<file path="config.mk">
export PLATFORM = sky130hd
export DESIGN_NAME = line_chan_irq_status
export DESIGN_NICKNAME = d
export VERILOG_FILES = /design/src/line_chan_pkg.sv /design/src/change_if.sv /design/src/line_chan_irq_status.sv /design/src/cond_sync.sv /design/src/change_flags.sv
export VERILOG_INCLUDE_DIRS = /design/src /design/src/src
export SDC_FILE = /design/constraint.sdc
export NUM_CORES = 1
export LEC_CHECK = 0
export ABC_AREA = 1
export BUFFER_PORTS_ARGS = -buffer_cell sky130_fd_sc_hd__buf_4
export CORE_MARGIN = 2
export CORE_UTILIZATION = 35
export CTS_CLUSTER_SIZE = 28
export DETAILED_ROUTE_END_ITERATION = 10
export GPL_TIMING_DRIVEN = 0
export HOLD_SLACK_MARGIN = 0.15
export PLACE_DENSITY = 0.69
export SYNTH_ARGS = -nofsm -noshare
export SYNTH_HDL_FRONTEND = slang
export SYNTH_SLANG_ARGS = --single-unit
</file>
<file path="constraint.sdc">
create_clock -name pclk -period 1.8 [get_ports pclk]
set_input_delay 0.36 -clock pclk [delete_from_list [all_inputs] [get_ports pclk]]
set_output_delay 0.36 -clock pclk [all_outputs]
set_load 0.01 [all_outputs]
</file>
<file path="src/line_chan_defines.svh">
// register offsets, field positions, reset values and timing counts
// assumes: included by bare name from every file that needs a figure
`ifndef LINE_CHAN_DEFINES_SVH
`define LINE_CHAN_DEFINES_SVH

// ----------------------------------------------------------------
// register indices (byte address = 4 * index), channel 0
// ----------------------------------------------------------------
`define IDX_IRQ_ENABLE     12'hF04
`define IDX_LIVE_STATUS    12'hF05
`define IDX_CHANGE_STATUS  12'hF06
`define IDX_CABLE_ATT      12'hF07
`define IDX_LINE_CTRL      12'hF0F
`define CHAN_SHIFT         4

// ----------------------------------------------------------------
// field positions
// ----------------------------------------------------------------
`define BIT_LOOPCODE       3
`define BIT_UNUSED         2
`define BIT_SIGLOSS        1
`define BIT_PATTERN        0
`define BIT_SINGLE_RAIL    0
`define FLAG_MASK          4'hB
`define EQ_WIDTH           6

// ----------------------------------------------------------------
// reset values
// ----------------------------------------------------------------
`define RST_IRQ_ENABLE     4'h0
`define RST_FLAGS          4'h0
`define RST_LIVE           4'h0
`define RST_SINGLE_RAIL    1'b1
`define RST_CABLE_ATT      6'h00

// ----------------------------------------------------------------
// timing counts
// ----------------------------------------------------------------
`define SYNC_STAGES        3

`endif

</file>
<file path="src/line_chan_pkg.sv">
// types shared by the channel status register bank
// assumes: nothing outside itself
package line_chan_pkg;

  // ----------------------------------------------------------------
  // register select, one-hot
  // ----------------------------------------------------------------
  typedef enum logic [5:0] {
    SEL_NONE   = 6'b000001,
    SEL_ENABLE = 6'b000010,
    SEL_LIVE   = 6'b000100,
    SEL_CHANGE = 6'b001000,
    SEL_CABLE  = 6'b010000,
    SEL_CTRL   = 6'b100000
  } reg_sel_t;

  typedef logic [3:0]  flag_vec_t;
  typedef logic [31:0] apb_word_t;

endpackage : line_chan_pkg

</file>
<file path="src/change_if.sv">
// carrier between the register bank and its change-flag keeper
// assumes: both ends run on pclk
`timescale 1ns/100ps

interface change_if;
  import line_chan_pkg::*;

  flag_vec_t live;      // synchronised present conditions
  flag_vec_t set;       // change seen this cycle
  flag_vec_t clr_mask;  // bits reported by the read now ending
  flag_vec_t flags;     // sticky change flags
  logic      run;       // single-rail mode
  logic      clr;       // clearing read in its access cycle

  modport bank (output live, clr_mask, run, clr, input set, flags);
  modport keeper (input live, clr_mask, run, clr, output set, flags);
endinterface : change_if

</file>
<file path="src/line_chan_irq_status.sv">
// channel line-interface change status and cable attenuation registers
// assumes: APB master on pclk; condition inputs asynchronous
`timescale 1ns/100ps
`include "line_chan_defines.svh"

module line_chan_irq_status
  import line_chan_pkg::*;
#(
  parameter int ADDR_W  = 16,
  parameter int CHANNEL = 0,
  parameter int EQ_W    = `EQ_WIDTH
) (
  // clock and reset
  input  wire logic              pclk,
  input  wire logic              presetn,
  // apb slave
  input  wire logic              psel,
  input  wire logic              penable,
  input  wire logic              pwrite,
  input  wire logic [ADDR_W-1:0] paddr,
  input  wire logic [31:0]       pwdata,
  output logic                   pready,
  output logic      [31:0]       prdata,
  output logic                   pslverr,
  // receive line conditions
  input  wire logic              loopcode_detect_state,
  input  wire logic              sigloss_state,
  input  wire logic              pattern_detect_state,
  input  wire logic [EQ_W-1:0]   eq_setting,
  // interrupt
  output logic                   irq
);

  // ----------------------------------------------------------------
  // declarations
  // ----------------------------------------------------------------
  change_if chg ();

  localparam int SYNC_W = 3 + EQ_W;

  logic [SYNC_W-1:0] sync_level;
  logic [EQ_W-1:0]   att_s;
  logic [EQ_W-1:0]   att_prev_ff;
  logic [EQ_W-1:0]   att_ff;
  flag_vec_t         live_vec;
  logic [11:0]       idx;
  logic [11:0]       chan_off;
  logic              addr_ok;
  logic              setup;
  logic              access;
  logic              wr_en;
  reg_sel_t          reg_sel;
  apb_word_t         nxt_rdata;
  apb_word_t         prdata_ff;
  logic              err_ff;
  logic              nxt_err;
  flag_vec_t         en_ff;
  logic              rail_ff;
  logic              irq_ff;
  logic              nxt_irq;

  // ----------------------------------------------------------------
  // address decode
  // ----------------------------------------------------------------
  // register index match for this channel
  function automatic logic hit(input logic [11:0] a,
                               input logic [11:0] r,
                               input logic [11:0] c);
    return a == (r | c);
  endfunction : hit

  // channel digit lands in the index
  assign chan_off = 12'(CHANNEL << `CHAN_SHIFT);
  assign idx      = paddr[13:2];
  assign addr_ok  = (paddr[1:0] == 2'h0) &&
                    (paddr[ADDR_W-1:14] == '0);

  // one-hot register select
  assign reg_sel =
    !addr_ok ? SEL_NONE :
    hit(idx, `IDX_IRQ_ENABLE, chan_off)    ? SEL_ENABLE :
    hit(idx, `IDX_LIVE_STATUS, chan_off)   ? SEL_LIVE :
    hit(idx, `IDX_CHANGE_STATUS, chan_off) ? SEL_CHANGE :
    hit(idx, `IDX_CABLE_ATT, chan_off)     ? SEL_CABLE :
    hit(idx, `IDX_LINE_CTRL, chan_off)     ? SEL_CTRL :
    SEL_NONE;

  // apb phases
  assign setup  = psel & ~penable;
  assign access = psel & penable;
  assign wr_en  = access & pwrite & (reg_sel != SEL_NONE);

  // ----------------------------------------------------------------
  // condition inputs
  // ----------------------------------------------------------------
  // conditions and attenuation cross into pclk
  cond_sync #(
    .W (SYNC_W)
  ) u_sync (
    .pclk     (pclk),
    .presetn  (presetn),
    .async_in ({eq_setting, loopcode_detect_state,
                sigloss_state, pattern_detect_state}),
    .level_ff (sync_level)
  );

  // live vector at flag positions, bit 2 tied low
  assign live_vec = {sync_level[2], 1'b0,
                     sync_level[1], sync_level[0]};
  // attenuation bits settle one at a time; take the word only once it
  // holds still for a cycle, so a read never mixes two settings
  always_ff @(posedge pclk or negedge presetn) begin
    if (!presetn) begin
      att_prev_ff <= EQ_W'(`RST_CABLE_ATT);
      att_ff      <= EQ_W'(`RST_CABLE_ATT);
    end else begin
      att_prev_ff <= sync_level[SYNC_W-1:3];
      if (att_prev_ff == sync_level[SYNC_W-1:3]) begin
        att_ff <= att_prev_ff;
      end
    end
  end

  assign att_s    = att_ff;

  // ----------------------------------------------------------------
  // change flags
  // ----------------------------------------------------------------
  assign chg.live     = live_vec;
  assign chg.run      = rail_ff;
  // clearing read: access phase of a change status read
  assign chg.clr      = access & ~pwrite & (reg_sel == SEL_CHANGE);
  // clear only what the setup cycle captured
  assign chg.clr_mask = prdata_ff[3:0];

  change_flags u_flags (
    .pclk    (pclk),
    .presetn (presetn),
    .chg     (chg)
  );

  // ----------------------------------------------------------------
  // read mux
  // ----------------------------------------------------------------
  // data chosen in setup, presented through access
  always_comb begin
    nxt_rdata = 32'h0000_0000;
    unique case (reg_sel)
      SEL_NONE: begin
        nxt_rdata = 32'h0000_0000;
      end
      SEL_ENABLE: begin
        nxt_rdata[3:0] = rail_ff ? en_ff : 4'h0;
      end
      SEL_LIVE: begin
        nxt_rdata[3:0] = rail_ff ? live_vec : 4'h0;
      end
      SEL_CHANGE: begin
        nxt_rdata[3:0] = rail_ff ? chg.flags : 4'h0;
      end
      SEL_CABLE: begin
        nxt_rdata[EQ_W-1:0] = att_s;
      end
      SEL_CTRL: begin
        nxt_rdata[`BIT_SINGLE_RAIL] = rail_ff;
      end
    endcase
  end

  // unmapped or misaligned address answers with an error
  assign nxt_err = (reg_sel == SEL_NONE);

  // ----------------------------------------------------------------
  // apb answer
  // ----------------------------------------------------------------
  // capture read data and error in the setup cycle
  always_ff @(posedge pclk or negedge presetn) begin
    if (!presetn) begin
      prdata_ff <= 32'h0000_0000;
      err_ff    <= 1'b0;
    end else if (setup) begin
      prdata_ff <= pwrite ? 32'h0000_0000 : nxt_rdata;
      err_ff    <= nxt_err;
    end
  end

  // zero wait states
  assign pready  = 1'b1;
  assign prdata  = prdata_ff;
  assign pslverr = err_ff;

  // ----------------------------------------------------------------
  // writable registers
  // ----------------------------------------------------------------
  // interrupt enable, only the three live bits
  always_ff @(posedge pclk or negedge presetn) begin
    if (!presetn) begin
      en_ff <= `RST_IRQ_ENABLE;
    end else if (wr_en && reg_sel == SEL_ENABLE && rail_ff) begin
      en_ff <= pwdata[3:0] & `FLAG_MASK;
    end
  end

  // line mode control
  always_ff @(posedge pclk or negedge presetn) begin
    if (!presetn) begin
      rail_ff <= `RST_SINGLE_RAIL;
    end else if (wr_en && reg_sel == SEL_CTRL) begin
      rail_ff <= pwdata[`BIT_SINGLE_RAIL];
    end
  end

  // ----------------------------------------------------------------
  // interrupt
  // ----------------------------------------------------------------
  // level while any enabled flag is pending in single-rail mode
  assign nxt_irq = rail_ff & (|(chg.flags & en_ff));

  always_ff @(posedge pclk or negedge presetn) begin
    if (!presetn) begin
      irq_ff <= 1'b0;
    end else begin
      irq_ff <= nxt_irq;
    end
  end

  assign irq = irq_ff;
endmodule : line_chan_irq_status

</file>
<file path="src/cond_sync.sv">
// three-stage synchroniser for condition levels from the line side
// assumes: inputs asynchronous to pclk; output updates on agreement
`timescale 1ns/100ps
`include "line_chan_defines.svh"

module cond_sync #(
  parameter int W = 4
) (
  // clock and reset
  input  wire logic         pclk,
  input  wire logic         presetn,
  // levels
  input  wire logic [W-1:0] async_in,
  output logic      [W-1:0] level_ff
);

  // ----------------------------------------------------------------
  // one chain per bit
  // ----------------------------------------------------------------
  genvar i;
  generate
    for (i = 0; i < W; i++) begin : g_bit
      logic [`SYNC_STAGES-1:0] chain_ff;

      // shift in; stage 0 feeds only stage 1
      always_ff @(posedge pclk or negedge presetn) begin
        if (!presetn) begin
          chain_ff <= '0;
        end else begin
          chain_ff <= {chain_ff[`SYNC_STAGES-2:0], async_in[i]};
        end
      end

      // accept a change once stages two and three agree
      always_ff @(posedge pclk or negedge presetn) begin
        if (!presetn) begin
          level_ff[i] <= 1'b0;
        end else if (chain_ff[1] == chain_ff[2]) begin
          level_ff[i] <= chain_ff[2];
        end
      end
    end
  endgenerate

endmodule : cond_sync

</file>
<file path="src/change_flags.sv">
// sticky change-of-condition flags, cleared by a host read
// assumes: live is already in the pclk domain
`timescale 1ns/100ps
`include "line_chan_defines.svh"

module change_flags
  import line_chan_pkg::*;
(
  // clock and reset
  input wire logic pclk,
  input wire logic presetn,
  // bank side
  change_if.keeper chg
);

  flag_vec_t prev_ff;
  flag_vec_t flags_ff;
  flag_vec_t nxt_flags;
  flag_vec_t clr_bits;

  // ----------------------------------------------------------------
  // change detection
  // ----------------------------------------------------------------
  // any transition of a live bit while single-rail
  assign chg.set   = (chg.live ^ prev_ff) & `FLAG_MASK &
                     {4{chg.run}};
  // only bits the host actually saw are cleared
  assign clr_bits  = chg.clr ? chg.clr_mask : 4'h0;
  // set wins over clear; unused bit stays low
  assign nxt_flags = ((flags_ff & ~clr_bits) | chg.set)
                     & `FLAG_MASK;
  assign chg.flags = flags_ff;

  // previous live value tracks always
  always_ff @(posedge pclk or negedge presetn) begin
    if (!presetn) begin
      prev_ff <= `RST_LIVE;
    end else begin
      prev_ff <= chg.live;
    end
  end

  // sticky flags
  always_ff @(posedge pclk or negedge presetn) begin
    if (!presetn) begin
      flags_ff <= `RST_FLAGS;
    end else begin
      flags_ff <= nxt_flags;
    end
  end

endmodule : change_flags

</file>
# Word-level counts from Yosys, hierarchy flattened
# Index checks and enable logic that the tools add are counted.
[word_totals]
regBits = 92
latch_bits = 0
ram_bits = 0
rom_bits = 0
input_bits = 62
out_inout_bits = 35
wordCells = 85
memories = 0
[op_classes]
n_addsub = 0
n_mul = 0
div = 0
n_lt_le_gt_ge = 0
n_eq_ne = 22
shifts = 0
n_mux = 14
bitwise_logic = 15
n_reduce_logical = 7
[op_table]
columns = ["operator", "n"]
rows = [
  ["$eq A12 B12 Y1 const B", 5],
  ["$mux W6", 7],
  ["$mux W4", 4],
  ["$and A4 B4 Y4", 3],
  ["$pmux W3 S4", 1],
  ["$eq A1 B1 Y1", 9],
  ["$and A1 B1 Y1", 7],
  ["$eq A6 B1 Y1 const B", 1],
  ["$eq A6 B2 Y1 const B", 1],
  ["$eq A6 B3 Y1 const B", 1],
  ["$eq A6 B4 Y1 const B", 1],
  ["$eq A6 B5 Y1 const B", 1],
  ["$eq A6 B6 Y1", 1],
  ["$eq A6 B6 Y1 const B", 1],
  ["$ne A6 B1 Y1 const B", 1],
  ["$pmux W1 S6", 1],
  ["$logic_and A1 B1 Y1", 4],
  ["$logic_not A2 Y1", 2],
  ["$not A4 Y4", 1],
  ["$or A4 B4 Y4", 1],
  ["$reduce_or A4 Y1", 1],
  ["$xor A4 B4 Y4", 1],
  ["$mux W2", 1],
  ["$not A1 Y1", 2],
]

# Logic depth before layout (Yosys ltp)
# Gate-level depths: netlist of run 1.
[logic_depth]
word_depth = 13
mapped_depth = 12

# Modules after synthesis
# Synthesis of run 1 repeated with hierarchy kept, for this count alone.
[unflattened]
cells_unflattened = 325
area_unflattened_um2 = 2917.8
[modules_own_cells]
columns = ["mod", "instances", "cells_per_inst", "area_each_um2"]
rows = [
  ["line_chan_irq_status", 1, 217, 1596.5],
  ["cond_sync", 1, 72, 1047.3],
  ["change_flags", 1, 36, 274.0],
]

# Worst setup path after synthesis of run 1
# Ideal clock, no wire load.
[synth_path]
path_type = "input to register"
start = "input port paddr[9]"
end = "register rail_ff (netlist: chg.run)"
setup_ns = 0.076
arrival_ns = 1.179
required_time_ns = 1.724
slack_ns = 0.545
path_stages = 8
cell_sequence = "nor2_2 > nand2_2 > nor2_4 > nand2_4 > a31oi_2 > nand3b_1 > o21ai_1 > inv_1"
[synth_via]
elab_chain_len = 10
[synth_rtl]
columns = ["item", "line", "rtl"]
rows = [
  ["from (decl)", "line_chan_irq_status.sv:20", "input wire logic [ADDR_W-1:0] paddr,"],
  ["$eq A12 B12 Y1", "line_chan_irq_status.sv:69", "return a == (r | c);"],
  ["$mux W6", "line_chan_irq_status.sv:85", "hit(idx, `IDX_LINE_CTRL, chan_off) ? SEL_CTRL :"],
  ["$mux W6", "line_chan_irq_status.sv:84", "hit(idx, `IDX_CABLE_ATT, chan_off) ? SEL_CABLE :"],
  ["$mux W6", "line_chan_irq_status.sv:83", "hit(idx, `IDX_CHANGE_STATUS, chan_off) ? SEL_CHANGE :"],
  ["$mux W6", "line_chan_irq_status.sv:82", "hit(idx, `IDX_LIVE_STATUS, chan_off) ? SEL_LIVE :"],
  ["$mux W6 (*)", "line_chan_irq_status.sv:81", "hit(idx, `IDX_IRQ_ENABLE, chan_off) ? SEL_ENABLE :"],
  ["$mux W6 (*)", "line_chan_irq_status.sv:80", "!addr_ok ? SEL_NONE :"],
  ["$ne A6 B1 Y1", "line_chan_irq_status.sv:91", "assign wr_en = access & pwrite & (reg_sel != SEL_NONE);"],
  ["$and A1 B1 Y1", "line_chan_irq_status.sv:91", ""],
  ["$logic_and A1 B1 Y1 (*)", "line_chan_irq_status.sv:208", "end else if (wr_en && reg_sel == SEL_CTRL) begin"],
  ["to (signal assigned)", "line_chan_irq_status.sv:207", "rail_ff <= `RST_SINGLE_RAIL;"],
  ["to (signal assigned)", "line_chan_irq_status.sv:209", "rail_ff <= pwdata[`BIT_SINGLE_RAIL];"],
  ["to (decl)", "line_chan_irq_status.sv:58", "logic rail_ff;"],
]
# Mark *: on every way between the ends. The rest lies on a longest branch, timed or not.
# A chain may end at the register's enable or synchronous reset.

# Final worst setup path of run 1
[layout_path]
start = "register u_sync.level_ff[5]"
end = "register att_ff[0]"
[layout_via]
elab_chain_len = 1
[layout_rtl]
columns = ["item", "line", "rtl"]
rows = [
  ["from (decl)", "cond_sync.sv:14", "output logic [W-1:0] level_ff"],
  ["from (signal, indexed assignment)", "cond_sync.sv:39", "level_ff[i] <= chain_ff[2];"],
  ["$eq A6 B6 Y1", "line_chan_irq_status.sv:118", "if (att_prev_ff == sync_level[SYNC_W-1:3]) begin"],
  ["to (signal assigned)", "line_chan_irq_status.sv:115", "att_ff <= EQ_W'(`RST_CABLE_ATT);"],
  ["to (signal assigned)", "line_chan_irq_status.sv:119", "att_ff <= att_prev_ff;"],
  ["to (decl)", "line_chan_irq_status.sv:44", "logic [EQ_W-1:0] att_ff;"],
]
# No other way between the ends.

==> run_results.csv, run 1 <==
group,metric,value,unit
placed_design,port_buffers,40,
worst_setup_path,end_kind,"flop",
power_and_ir_drop,p_leak,0.00185,uW
cells_and_area,post-route-cell-area,0.00366,mm^2
grt,antenna_found_initial,0,
grt,grtUsageTotal,0.119,
worst_setup_path,crit_fanout,10,
timing,finClkSkew,0.00553,ns
die,die_h,93.9,um
yosys,synth_top_cell_by_area,"dfrtp_1",
die,die-area,0.00883,mm^2
timing,layout_min_cycle_time,1.38,ns
grt,grt_pass1_vias,1875,
worst_setup_path,crit_type,"flop to flop",
cells_and_area,areaGrowthSynthToFinish,29.2,%
timing,slew_violations,0,
clock_tree,post_cts_buffers,0,
die,rows,32,
grt,grt_max_degree,67,
clock_tree,path_clk_slew,0.07,ns
yosys,synth_area_leaders,"dfrtp_1 (57%), buf_4 (7.4%), nand2_1 (6.5%), maj3_1 (3.2%), inv_1 (3.0%)",
routing,wl_met1,2160,um
worst_setup_path,crit_arrival,1.61,ns
yosys,ys_seq_area_frac,0.584,
timing,slew_headroom,0.475,
routing,highest_layer,"met4",
worst_setup_path,r2r_cells,7,
worst_setup_path,crit_slowest_cell,"dfrtp_1",
yosys,synth.most_common_cell,"dfrtp_1",
timing,setup_violations,0,
die,ios,97,
timing,rsz0062_at_grt,"false",
placed_design,placed_cells,441,
yosys,syn_inst,274,
yosys,yosys_warnings,0,
clock_tree,cts.htree.levels,3,
timing,worstMarginPinSlew,0.787,ns
timing,max_freq,723,MHz
routing,firstDrtPassIters,4,
placed_design,dp_hpwl,3480,um
clock_tree,numClockSinks,66,
yosys,netlist_top_cells_count,"dfrtp_1 (65), nand2_1 (49), buf_4 (28)",
clock_tree,cts-buffers-inserted,9,
grt,grt_pass1_wl,8100,um
yosys,async_flop_share,1.00,
routing,routed_wl,4680,um
placed_design,placed_cell_area,0.00335,mm^2
timing,period_share,0.769,
yosys,synth_cell_types,32,
yosys,syn_area,0.00283,mm^2
power_and_ir_drop,ir_worst_vdd,0.000651,V
yosys,synth_edf_count,0,
routing,wl_per_cell,10.0,um
yosys,yosysTopAreaCellShare,0.574,
cells_and_area,finalNetCount,422,
worst_setup_path,worstPathRequired,2.02,ns
worst_setup_path,crit_chain,"inv_1 -> nor2_1 -> nor4_1 -> nand3_1 -> buf_2 -> nand2_1 -> o21ai_1",
yosys,synth_seq_cells,66,
routing,postRouteAntennaNets,0,
die,initial_utilization,0.365,
worst_hold_path,hold_depth,3,
cells_and_area,drive_gt1_frac,0.329,
yosys,synth_flop_cell,"dfrtp_1",
run_status,status,"complete, no violations",
placed_design,gp_congestion,0.865,
worst_setup_path,start_kind,"flop",
cells_and_area,nFillCells,710,
cells_and_area,antenna_cells,0,
die,core-area,0.00777,mm^2
worst_hold_path,hold_class,"primary input to flop",
worst_setup_path,slowest_delay,0.42,ns
power_and_ir_drop,powerDensity,900,mW/mm^2
cells_and_area,fin_cells,467,
routing,avgViaCountPerCell,4.12,
die,die_x,93.9,um
timing,hold_slack,0.251,ns
routing,vias,1922,
routing,wl_met3,291,um
routing,route.met2.wl,2150,um
routing,drc_errors,0,
timing,finalHoldViolations,0,
timing,setup_tns,0,ns
clock_tree,cts_tree,"built",
flow_run,cap_violations,0,
clock_tree,cts_root_buffer,"clkbuf_8",
grt,grt-ovfl-total,0,
clock_tree,insertion_delay,0.33,ns
yosys,syn_avg_cell_area,10.3,um^2
routing,first_iter_violations,52,
clock_tree,cts_buffer_depth,2,
## path summary, 6_finish.rpt
path	from	end	slack (ns)
hold reg to reg	u_sync.g_bit[1].chain_ff[0]$_DFF_PN0_	u_sync.g_bit[1].chain_ff[1]$_DFF_PN0_	0.35
hold / removal	pwdata[0]	chg.run$_DFFE_PN1P_	0.25
setup / recovery	u_sync.level_ff[5]$_DFFE_PN0N_	att_ff[0]$_DFFE_PN0N_	0.42
min in group asynchronous	presetn	u_sync.g_bit[1].chain_ff[0]$_DFF_PN0_	0.65
max in group asynchronous	presetn	u_flags.chg.flags[1]$_DFF_PN0_	0.64
setup reg to reg	u_sync.level_ff[5]$_DFFE_PN0N_	att_ff[0]$_DFFE_PN0N_	0.42
## layout by cell type, fill, tap and decap left out, types with 2 or more instances in the layout
cell type      Yosys  routed
a32o_1             3       3
buf_4             28      68
clkbuf_8           0      11
clkinv_1           2       2
clkinvlp_4         0       2
conb_1             2      27
dfrtp_1           65      65
dlygate4sd3_1      0      10
inv_1             23      23
inv_2             12      12
maj3_1             9       9
nand2_1           49      49
nand2_2            6       6
nand3_1           12      12
nand3b_1           2       2
nand4_1            4       4
nor2_1            12      12
nor2_2             5       5
nor2_4             4       4
nor3_2             3       3
nor3b_1            2       2
o21ai_0            2       2
o21ai_1           14      14
xnor2_1            3       3
xor2_1             2       2
## flip-flops by register name, indices dropped and copies added, names as in the netlist
| name | count |
|---|---|
| prdata | 6 |
| u_sync.level_ff | 9 |
| u_flags.chg.flags | 3 |
| att_ff | 6 |
| att_prev_ff | 6 |
| u_flags.prev_ff | 3 |
| chg.run | 1 |
| pslverr | 1 |
| en_ff | 3 |
| irq | 1 |
| u_sync.g_bit.chain_ff | 27 |
## metal layers
| metal | global-route usage | vias to the layer above |
|---|---|---|
| li1 | - | 989 |
| met1 | 0.146 | 855 |
| met2 | 0.189 | 70 |
| met3 | 0.0297 | 8 |
| met4 | 0.0700 | 0 |
| met5 | 0 | - |
## critical path, delay by kind of cell, from the launching register on
family                 cells  cell delay [ns]
buffers and inverters      2             0.29
flip-flops                 1             0.42
AND/OR/NAND/NOR            4             0.52
AO/OA/AOI/OAI              1             0.05
## layout make-up
type	instances	area (um^2)	share of cell area
Clock buffer	12	155	0.0424
Multi-Input combinational cell	167	918	0.251
Sequential cell	66	1650	0.452
Inverter	37	139	0.0380
Buffer	29	215	0.0588
Clock inverter	4	50.0	0.0137
Tap cell	102	128	0.0349
Timing Repair Buffer	50	400	0.109
## where the power goes
part	internal [uW]	switching (uW)	leakage, uW	total [uW]
logic	180	172	0.000966	352
registers	1620	84.1	0.000790	1700
clock network	713	524	0.0000986	1240
total	2510	780	0.00185	3290
## timing repair
item | CTS | global route
resized for setup | 0 | 0
hold buffers | 10 | 0
endpoints found under the hold margin | 74 | 0
## cell families (layout without fill, tap and decap cells)
| group | after synthesis | in the layout | share of synthesized area |
|---|---|---|---|
| flip-flops | 66 | 66 | 0.584 |
| other | 2 | 27 | 0.00265 |
| buffers and inverters | 66 | 132 | 0.125 |
| AND/OR/NAND/NOR | 104 | 104 | 0.194 |
| XOR/XNOR | 5 | 5 | 0.0155 |
| adder cells (fa/ha/maj) | 9 | 9 | 0.0318 |
| AO/OA/AOI/OAI | 22 | 22 | 0.0477 |
## stage by stage
stage | worst slack (ns) | power, uW | util
floorplan | 0.545 | 1930 | -
CTS | 0.424 | 3350 | 0.471
global route | 0.221 | 3480 | 0.471
global placement | 0.305 | 2060 | 0.432
finish | 0.416 | 3290 | 0.471
detailed placement | 0.257 | 2070 | 0.432
Power figures use the tool's default switching activity.
==> run 2: changes to the inputs <==
--- a/config.mk
+++ b/config.mk
@@ -6,7 +6,7 @@
 export SDC_FILE = /design/constraint.sdc
 export NUM_CORES = 1
 export LEC_CHECK = 0
-export ABC_AREA = 1
+export ABC_AREA = 0
 export BUFFER_PORTS_ARGS = -buffer_cell sky130_fd_sc_hd__buf_4
 export CORE_MARGIN = 2
 export CORE_UTILIZATION = 35
@@ -14,7 +14,7 @@
 export DETAILED_ROUTE_END_ITERATION = 10
 export GPL_TIMING_DRIVEN = 0
 export HOLD_SLACK_MARGIN = 0.15
-export PLACE_DENSITY = 0.69
+export PLACE_DENSITY = 0.72
 export SYNTH_ARGS = -nofsm -noshare
 export SYNTH_HDL_FRONTEND = slang
 export SYNTH_SLANG_ARGS = --single-unit
==> constraint.sdc (replaced) <==
create_clock -name pclk -period 1.22 [get_ports pclk]
set_input_delay 0.244 -clock pclk [delete_from_list [all_inputs] [get_ports pclk]]
set_output_delay 0.244 -clock pclk [all_outputs]
set_load 0.01 [all_outputs]
==> run_results.csv, run 2 <==
group,metric,value,unit
run_status,status,"complete, but fails checks",
run_status,violations,"setup timing",
worst_setup_path,start_kind,"flop",
worst_setup_path,timing.rr.end,"en_ff[0]$_DFFE_PN0P_",
yosys,synth_seq_cells,66,
routing,wl_per_cell,11.7,um
clock_tree,numClockSinks,66,
worst_setup_path,crit_arrival,1.67,ns
die,rows,31,
flow_run,cap_violations,0,
timing,slew_headroom,0.610,
cells_and_area,largest_reg_flops,27,
routing,first_iter_violations,38,
cells_and_area,areaGrowthSynthToFinish,41.4,%
timing,finalWorstSetupSlack,-0.229,ns
worst_setup_path,worstPathRequired,1.44,ns
yosys,yosys_warnings,0,
grt,grt_pass1_wl,7730,um
cells_and_area,fin_util,0.511,
grt,grtUsageTotal,0.119,
die,core-area,0.00721,mm^2
cells_and_area,largest_register,"u_sync.g_bit.chain_ff",
yosys,synth_edf_count,0,
yosys,synth_flop_cell,"dfrtp_1",
cells_and_area,finalNetCount,351,
yosys,synth_compound_area_frac,0.0547,
worst_setup_path,r2r_cells,5,
clock_tree,cts_root_buffer,"clkbuf_8",
yosys,syn_avg_cell_area,13.7,um^2
die,ios,97,
worst_setup_path,rrSetupSlack,-0.23,ns
cells_and_area,layout_common_cells,"buf_4 (73), dfrtp_1 (65), conb_1 (27)",
yosys,synth-simple-area-share,0.109,
worst_hold_path,hold_class,"primary input to flop",
timing,worstMarginPinSlew,0.585,ns
die,die_h,90.3,um
yosys,async_flop_share,1.00,
yosys,yosysTopAreaCellShare,0.624,
routing,firstDrtPassIters,5,
timing,finClkSkew,0.00502,ns
yosys,synthAdderAreaFrac,0.0345,
cells_and_area,final_common_cell,"buf_4",
clock_tree,insertion_delay,0.33,ns
yosys,synth.most_common_cell,"dfrtp_1",
cells_and_area,drive_gt1_frac,0.415,
routing,avgViaCountPerCell,4.24,
timing,max_freq,690,MHz
worst_setup_path,end_kind,"flop",
routing,vias,1667,
placed_design,dp_worst_setup_slack,-0.482,ns
timing,slew_violations,0,
grt,grt_max_degree,67,
timing,layout_min_cycle_time,1.45,ns
worst_setup_path,crit_fanout,3,
timing,setup_violations,11,
grt,antenna_found_initial,0,
routing,drc_errors,0,
routing,postRouteAntennaNets,0,
placed_design,gp_congestion,0.885,
timing,period_share,1.19,
die,die-area,0.00816,mm^2
die,die_x,90.3,um
yosys,synth_top_cell_by_area,"dfrtp_1",
placed_design,port_buffers,39,
yosys,syn_area,0.00261,mm^2
clock_tree,cts.htree.levels,3,
timing,rsz0062_at_grt,"true",
clock_tree,cts_tree,"built",
power_and_ir_drop,ir_worst_vdd,0.000829,V
yosys,ys_seq_area_frac,0.634,
worst_setup_path,crit_type,"flop to flop",
grt,grt_pass1_vias,1678,
clock_tree,cts_buffer_depth,2,
power_and_ir_drop,powerDensity,1340,mW/mm^2
worst_setup_path,r2r-start,"chg.run$_DFFE_PN1P_",
yosys,netlist_top_cells_count,"dfrtp_1 (65), buf_4 (27), nand2_1 (15)",
yosys,syn_inst,190,
yosys,muxShareOfSynthArea,0.0513,
yosys,synth_xor_area_frac,0.0302,
yosys,synth_cell_types,35,
yosys,synth_top_family_by_area,"simple AND/OR/NAND/NOR gates",
timing,finalHoldViolations,0,
die,initial_utilization,0.361,
worst_setup_path,crit_path_start,"chg.run$_DFFE_PN1P_",
yosys,synth_area_leaders,"dfrtp_1 (62%), buf_4 (7.8%), mux2_2 (4.3%), maj3_1 (3.5%), nand2_1 (2.2%)",
clock_tree,cts-buffers-inserted,9,
cells_and_area,antenna_cells,0,
clock_tree,path_clk_slew,0.07,ns
worst_setup_path,crit_path_end,"en_ff[0]$_DFFE_PN0P_",
placed_design,dp_hpwl,3020,um
cells_and_area,top_regs,"u_sync.g_bit.chain_ff: 27 flops, u_sync.level_ff: 9 flops",
grt,grt-ovfl-total,0,
routing,routed_wl,4580,um
power_and_ir_drop,p_leak,0.00177,uW
==> run 2: cell types whose count changed after synthesis, sizes merged, moves of 4 or more <==
| cell | delta |
|---|---|
| nand2 | -40 |
| inv | -35 |
| nor2 | -17 |
| mux2 | +11 |
| o21ai | -10 |
| nand3 | -9 |
| a22o | +6 |
| nand4 | -4 |
==> run 2: what timing repair did <==
action,4_1_cts,5_1_grt
setup endpoints to repair,11,45
pin swaps,8,4
gates resized for setup,19,6
buffers inserted,11,1
gates cloned,0,0
hold endpoints to repair,78,0
hold buffers,13,0
==> run 2: cell families after synthesis <==
group	count (synthesis)
AOI/OAI and AO/OA	20
xor gates and xnor gates	9
adders and majority gates	9
buffers and inverters	31
DFF	66
muxes	12
other	2
and+or+nand+nor	41
==> run 2: how the worst min path moves through the flow <==
stage	slack, ns	end	from	cells past startpoint
4_1_cts	0.16	prdata[0]$_DFFE_PN0P_	pwrite	4
2_1_floorplan	-0.05	att_ff[0]$_DFFE_PN0N_	presetn	0
3_3_place_gp	0.33	u_sync.g_bit[6].chain_ff[1]$_DFF_PN0_	u_sync.g_bit[6].chain_ff[0]$_DFF_PN0_	0
5_1_grt	0.20	prdata[0]$_DFFE_PN0P_	pwrite	4
3_5_place_dp	0.33	u_sync.g_bit[3].chain_ff[1]$_DFF_PN0_	u_sync.g_bit[3].chain_ff[0]$_DFF_PN0_	0
6_report	0.20	prdata[0]$_DFFE_PN0P_	pwrite	4
==> run 2: area by class of cell <==
| type | count | area, um^2 |
|---|---|---|
| fill | 651 | 3530 |
| sequential | 66 | 1650 |
| multi-input combinational | 118 | 945 |
| timing repair buffer | 63 | 529 |
| buffer | 31 | 240 |
| clock buffer | 12 | 145 |
| tap | 99 | 124 |
| clock inverter | 4 | 51.3 |
==> run 2: power breakdown <==
group          internal [uW]  leakage, uW  switching (uW)
clock network           1000    0.0000966             765
registers               2390     0.000806             123
logic                    396     0.000863             250
total                   3790      0.00177            1140
==> run 2: per-layer routing <==
metal / up-vias / global-route usage / share of wire
met1: 790 / 0.139 / 0.42
met4: 0 / 0.0462 / 0.010
li1: 805 / - / -
met3: 7 / 0.0518 / 0.080
met5: - / 0 / 0
met2: 65 / 0.194 / 0.49
==> run 2: critical path, cell delays in order, from the launching register on <==
cell and delay (ns):
dfstp_2 0.55, buf_8 0.11, nand3_4 0.06, nor4_4 0.14
buf_4 0.18, mux2_4 0.30
==> run 2: metrics by stage <==
step                TNS [ns]  power [uW]  instance area, um^2  hold slack (ns)  cells
floorplan              -2.01        2910                 2770          -0.0516    215
global placement       -5.43        3090                 3190            0.332    353
detailed placement     -6.04        3120                 3190            0.335    353
CTS                    -2.93        5010                 3670            0.160    393
global route           -3.12        5190                 3690            0.200    393
finish                 -2.22        4930                 3690            0.195    393
==> run 3: changes to the inputs <==
--- a/config.mk
+++ b/config.mk
@@ -9,12 +9,13 @@
 export ABC_AREA = 0
 export BUFFER_PORTS_ARGS = -buffer_cell sky130_fd_sc_hd__buf_4
 export CORE_MARGIN = 2
-export CORE_UTILIZATION = 35
+export CORE_UTILIZATION = 44
+export CTS_CLUSTER_DIAMETER = 200
 export CTS_CLUSTER_SIZE = 28
 export DETAILED_ROUTE_END_ITERATION = 10
 export GPL_TIMING_DRIVEN = 0
 export HOLD_SLACK_MARGIN = 0.15
-export PLACE_DENSITY = 0.72
+export PLACE_DENSITY = 0.85
 export SYNTH_ARGS = -nofsm -noshare
 export SYNTH_HDL_FRONTEND = slang
 export SYNTH_SLANG_ARGS = --single-unit
==> run_results.csv, run 3 (same netlist as run 2, synthesis figures left out) <==
group,metric,value,unit
cells_and_area,nFillCells,442,
power_and_ir_drop,internal_power,3740,uW
cells_and_area,top_regs,"u_sync.g_bit.chain_ff: 27 flops, u_sync.level_ff: 9 flops",
timing,worstMarginPinSlew,0.782,ns
cells_and_area,antenna_cells,0,
worst_hold_path,hold_class,"primary input to flop",
power_and_ir_drop,switchingPower,1220,uW
power_and_ir_drop,ir_worst_vdd,0.000854,V
placed_design,port_buffers,39,
routing,postRouteAntennaNets,0,
clock_tree,cts_tree,"built",
clock_tree,path_clk_slew,0.07,ns
die,initial_utilization,0.448,
die,die_h,81.0,um
placed_design,gp_congestion,0.838,
routing,first_iter_violations,75,
routing,routed_wl,4750,um
cells_and_area,largest_register,"u_sync.g_bit.chain_ff",
run_status,violations,"setup timing",
die,die_x,81.0,um
power_and_ir_drop,p_comb_frac,0.130,
worst_setup_path,crit_arrival,1.70,ns
timing,finalHoldViolations,0,
placed_design,placed_cells,329,
timing,finalWorstSetupSlack,-0.259,ns
routing,vias,1725,
cells_and_area,final_common_cell,"buf_4",
power_and_ir_drop,powerDensity,1350,mW/mm^2
timing,slew_violations,0,
power_and_ir_drop,p_leak,0.00176,uW
cells_and_area,multi_input_area,940,um^2
timing,finClkSkew,0.00752,ns
timing,setup_tns,-2.28,ns
timing,rsz0062_at_grt,"true",
grt,grt-ovfl-total,0,
timing,slew_headroom,0.479,
clock_tree,cts.htree.levels,3,
die,die-area,0.00656,mm^2
placed_design,dp_hpwl,3120,um
die,ios,97,
die,core-area,0.00582,mm^2
cells_and_area,layout_common_cells,"buf_4 (75), dfrtp_1 (65), conb_1 (27)",
timing,hold_slack,0.199,ns
routing,firstDrtPassIters,4,
cells_and_area,fin_util,0.630,
worst_hold_path,hold_depth,4,
grt,grt_pass1_vias,1679,
clock_tree,cts-buffers-inserted,9,
timing,max_freq,676,MHz
cells_and_area,regArea,0.00165,mm^2
worst_setup_path,crit_type,"flop to flop",
clock_tree,cts_buffer_depth,2,
routing,avgViaCountPerCell,4.65,
clock_tree,numClockSinks,66,
worst_setup_path,worstPathRequired,1.44,ns
power_and_ir_drop,clkPwrFrac,0.361,
timing,layout_min_cycle_time,1.48,ns
worst_setup_path,r2r_cells,5,
power_and_ir_drop,pwr-share-seq,0.509,
grt,grtUsageTotal,0.158,
cells_and_area,drive_gt1_frac,0.429,
clock_tree,insertion_delay,0.34,ns
worst_setup_path,start_kind,"flop",
clock_tree,cts_root_buffer,"clkbuf_8",
worst_setup_path,end_kind,"flop",
run_status,status,"complete, but fails checks",
worst_setup_path,crit_fanout,2,
routing,wl_per_cell,12.8,um
grt,grt_pass1_wl,7570,um
power_and_ir_drop,p_sw_frac,0.246,
routing,drc_errors,0,
timing,period_share,1.21,
grt,antenna_found_initial,0,
cells_and_area,largest_reg_flops,27,
cells_and_area,finalNetCount,353,
grt,grt_max_degree,67,
timing,setup_violations,12,
cells_and_area,fin_cells,371,
flow_run,cap_violations,0,
die,rows,28,
cells_and_area,areaGrowthSynthToFinish,40.5,%
-- run 3: changes by cell type in the layout (fill, tap and decap cells not counted), moves of 2 or more --
cell      before  now
buf_4         73   75
clkbuf_1       3    1
clkinv_4       1    3
o21ai_1        2    4
-- run 3: final timing paths --
path                                                  startpoint                                     to  slack [ns]
max                               u_sync.level_ff[8]$_DFFE_PN0N_                  att_ff[0]$_DFFE_PN0N_       -0.26
min                                                       pwrite                  prdata[0]$_DFFE_PN0P_        0.20
max reg2reg                       u_sync.level_ff[8]$_DFFE_PN0N_                  att_ff[0]$_DFFE_PN0N_       -0.26
min reg2reg                u_sync.g_bit[0].chain_ff[0]$_DFF_PN0_  u_sync.g_bit[0].chain_ff[1]$_DFF_PN0_        0.34
max in group asynchronous                                presetn                  att_ff[1]$_DFFE_PN0N_        0.17
min in group asynchronous                                presetn                  prdata[0]$_DFFE_PN0P_        0.53
-- run 3: final cells by class --
class	count	share of cell area
multi-input cells	118	0.256
well taps	75	0.0256
plain buffers	31	0.0656
repair buffers	65	0.146
clock inverters	7	0.0212
clock buffers	9	0.0338
flip-flops and latches	66	0.451
-- run 3: layer usage --
layer | up-vias | GRT usage | part of all wire
li1 | 805 | - | -
met1 | 816 | 0.179 | 0.39
met2 | 90 | 0.248 | 0.49
met3 | 14 | 0.0711 | 0.092
met4 | 0 | 0.0932 | 0.030
met5 | - | 0 | 0
-- run 3: timing repair --
action                                 CTS  global route
buffers inserted                        11             2
pin swaps                                8            11
gates resized for setup                 16             9
hold buffers                            13             0
endpoints found under the hold margin   78             0
setup endpoints to repair               11            19
-- run 3: stage by stage --
| step | cell area [um^2] | worst slack, ns | power [uW] |
|---|---|---|---|
| 6_report | 3660 | -0.259 | 4960 |
| 4_1_cts | 3620 | -0.321 | 5000 |
| 3_3_place_gp | 3160 | -0.460 | 3090 |
| 2_1_floorplan | 2770 | -0.248 | 2910 |
| 3_5_place_dp | 3160 | -0.526 | 3120 |
| 5_1_grt | 3660 | -0.342 | 5220 |
-- run 3: critical path: stages (launching register included) --
cell and delay, ns:
dfrtp_1 0.39, xnor2_1 0.17, nand4_1 0.15, nor3_4 0.17, buf_4 0.15, mux2_2 0.32
-- run 3: power groups by stage --
stage	clock network [uW]	logic [uW]	registers, uW
6_report	1790	642	2520
5_1_grt	1970	703	2550
4_1_cts	1850	627	2520
3_5_place_dp	0	555	2560
3_3_place_gp	0	536	2550
2_1_floorplan	0	381	2530
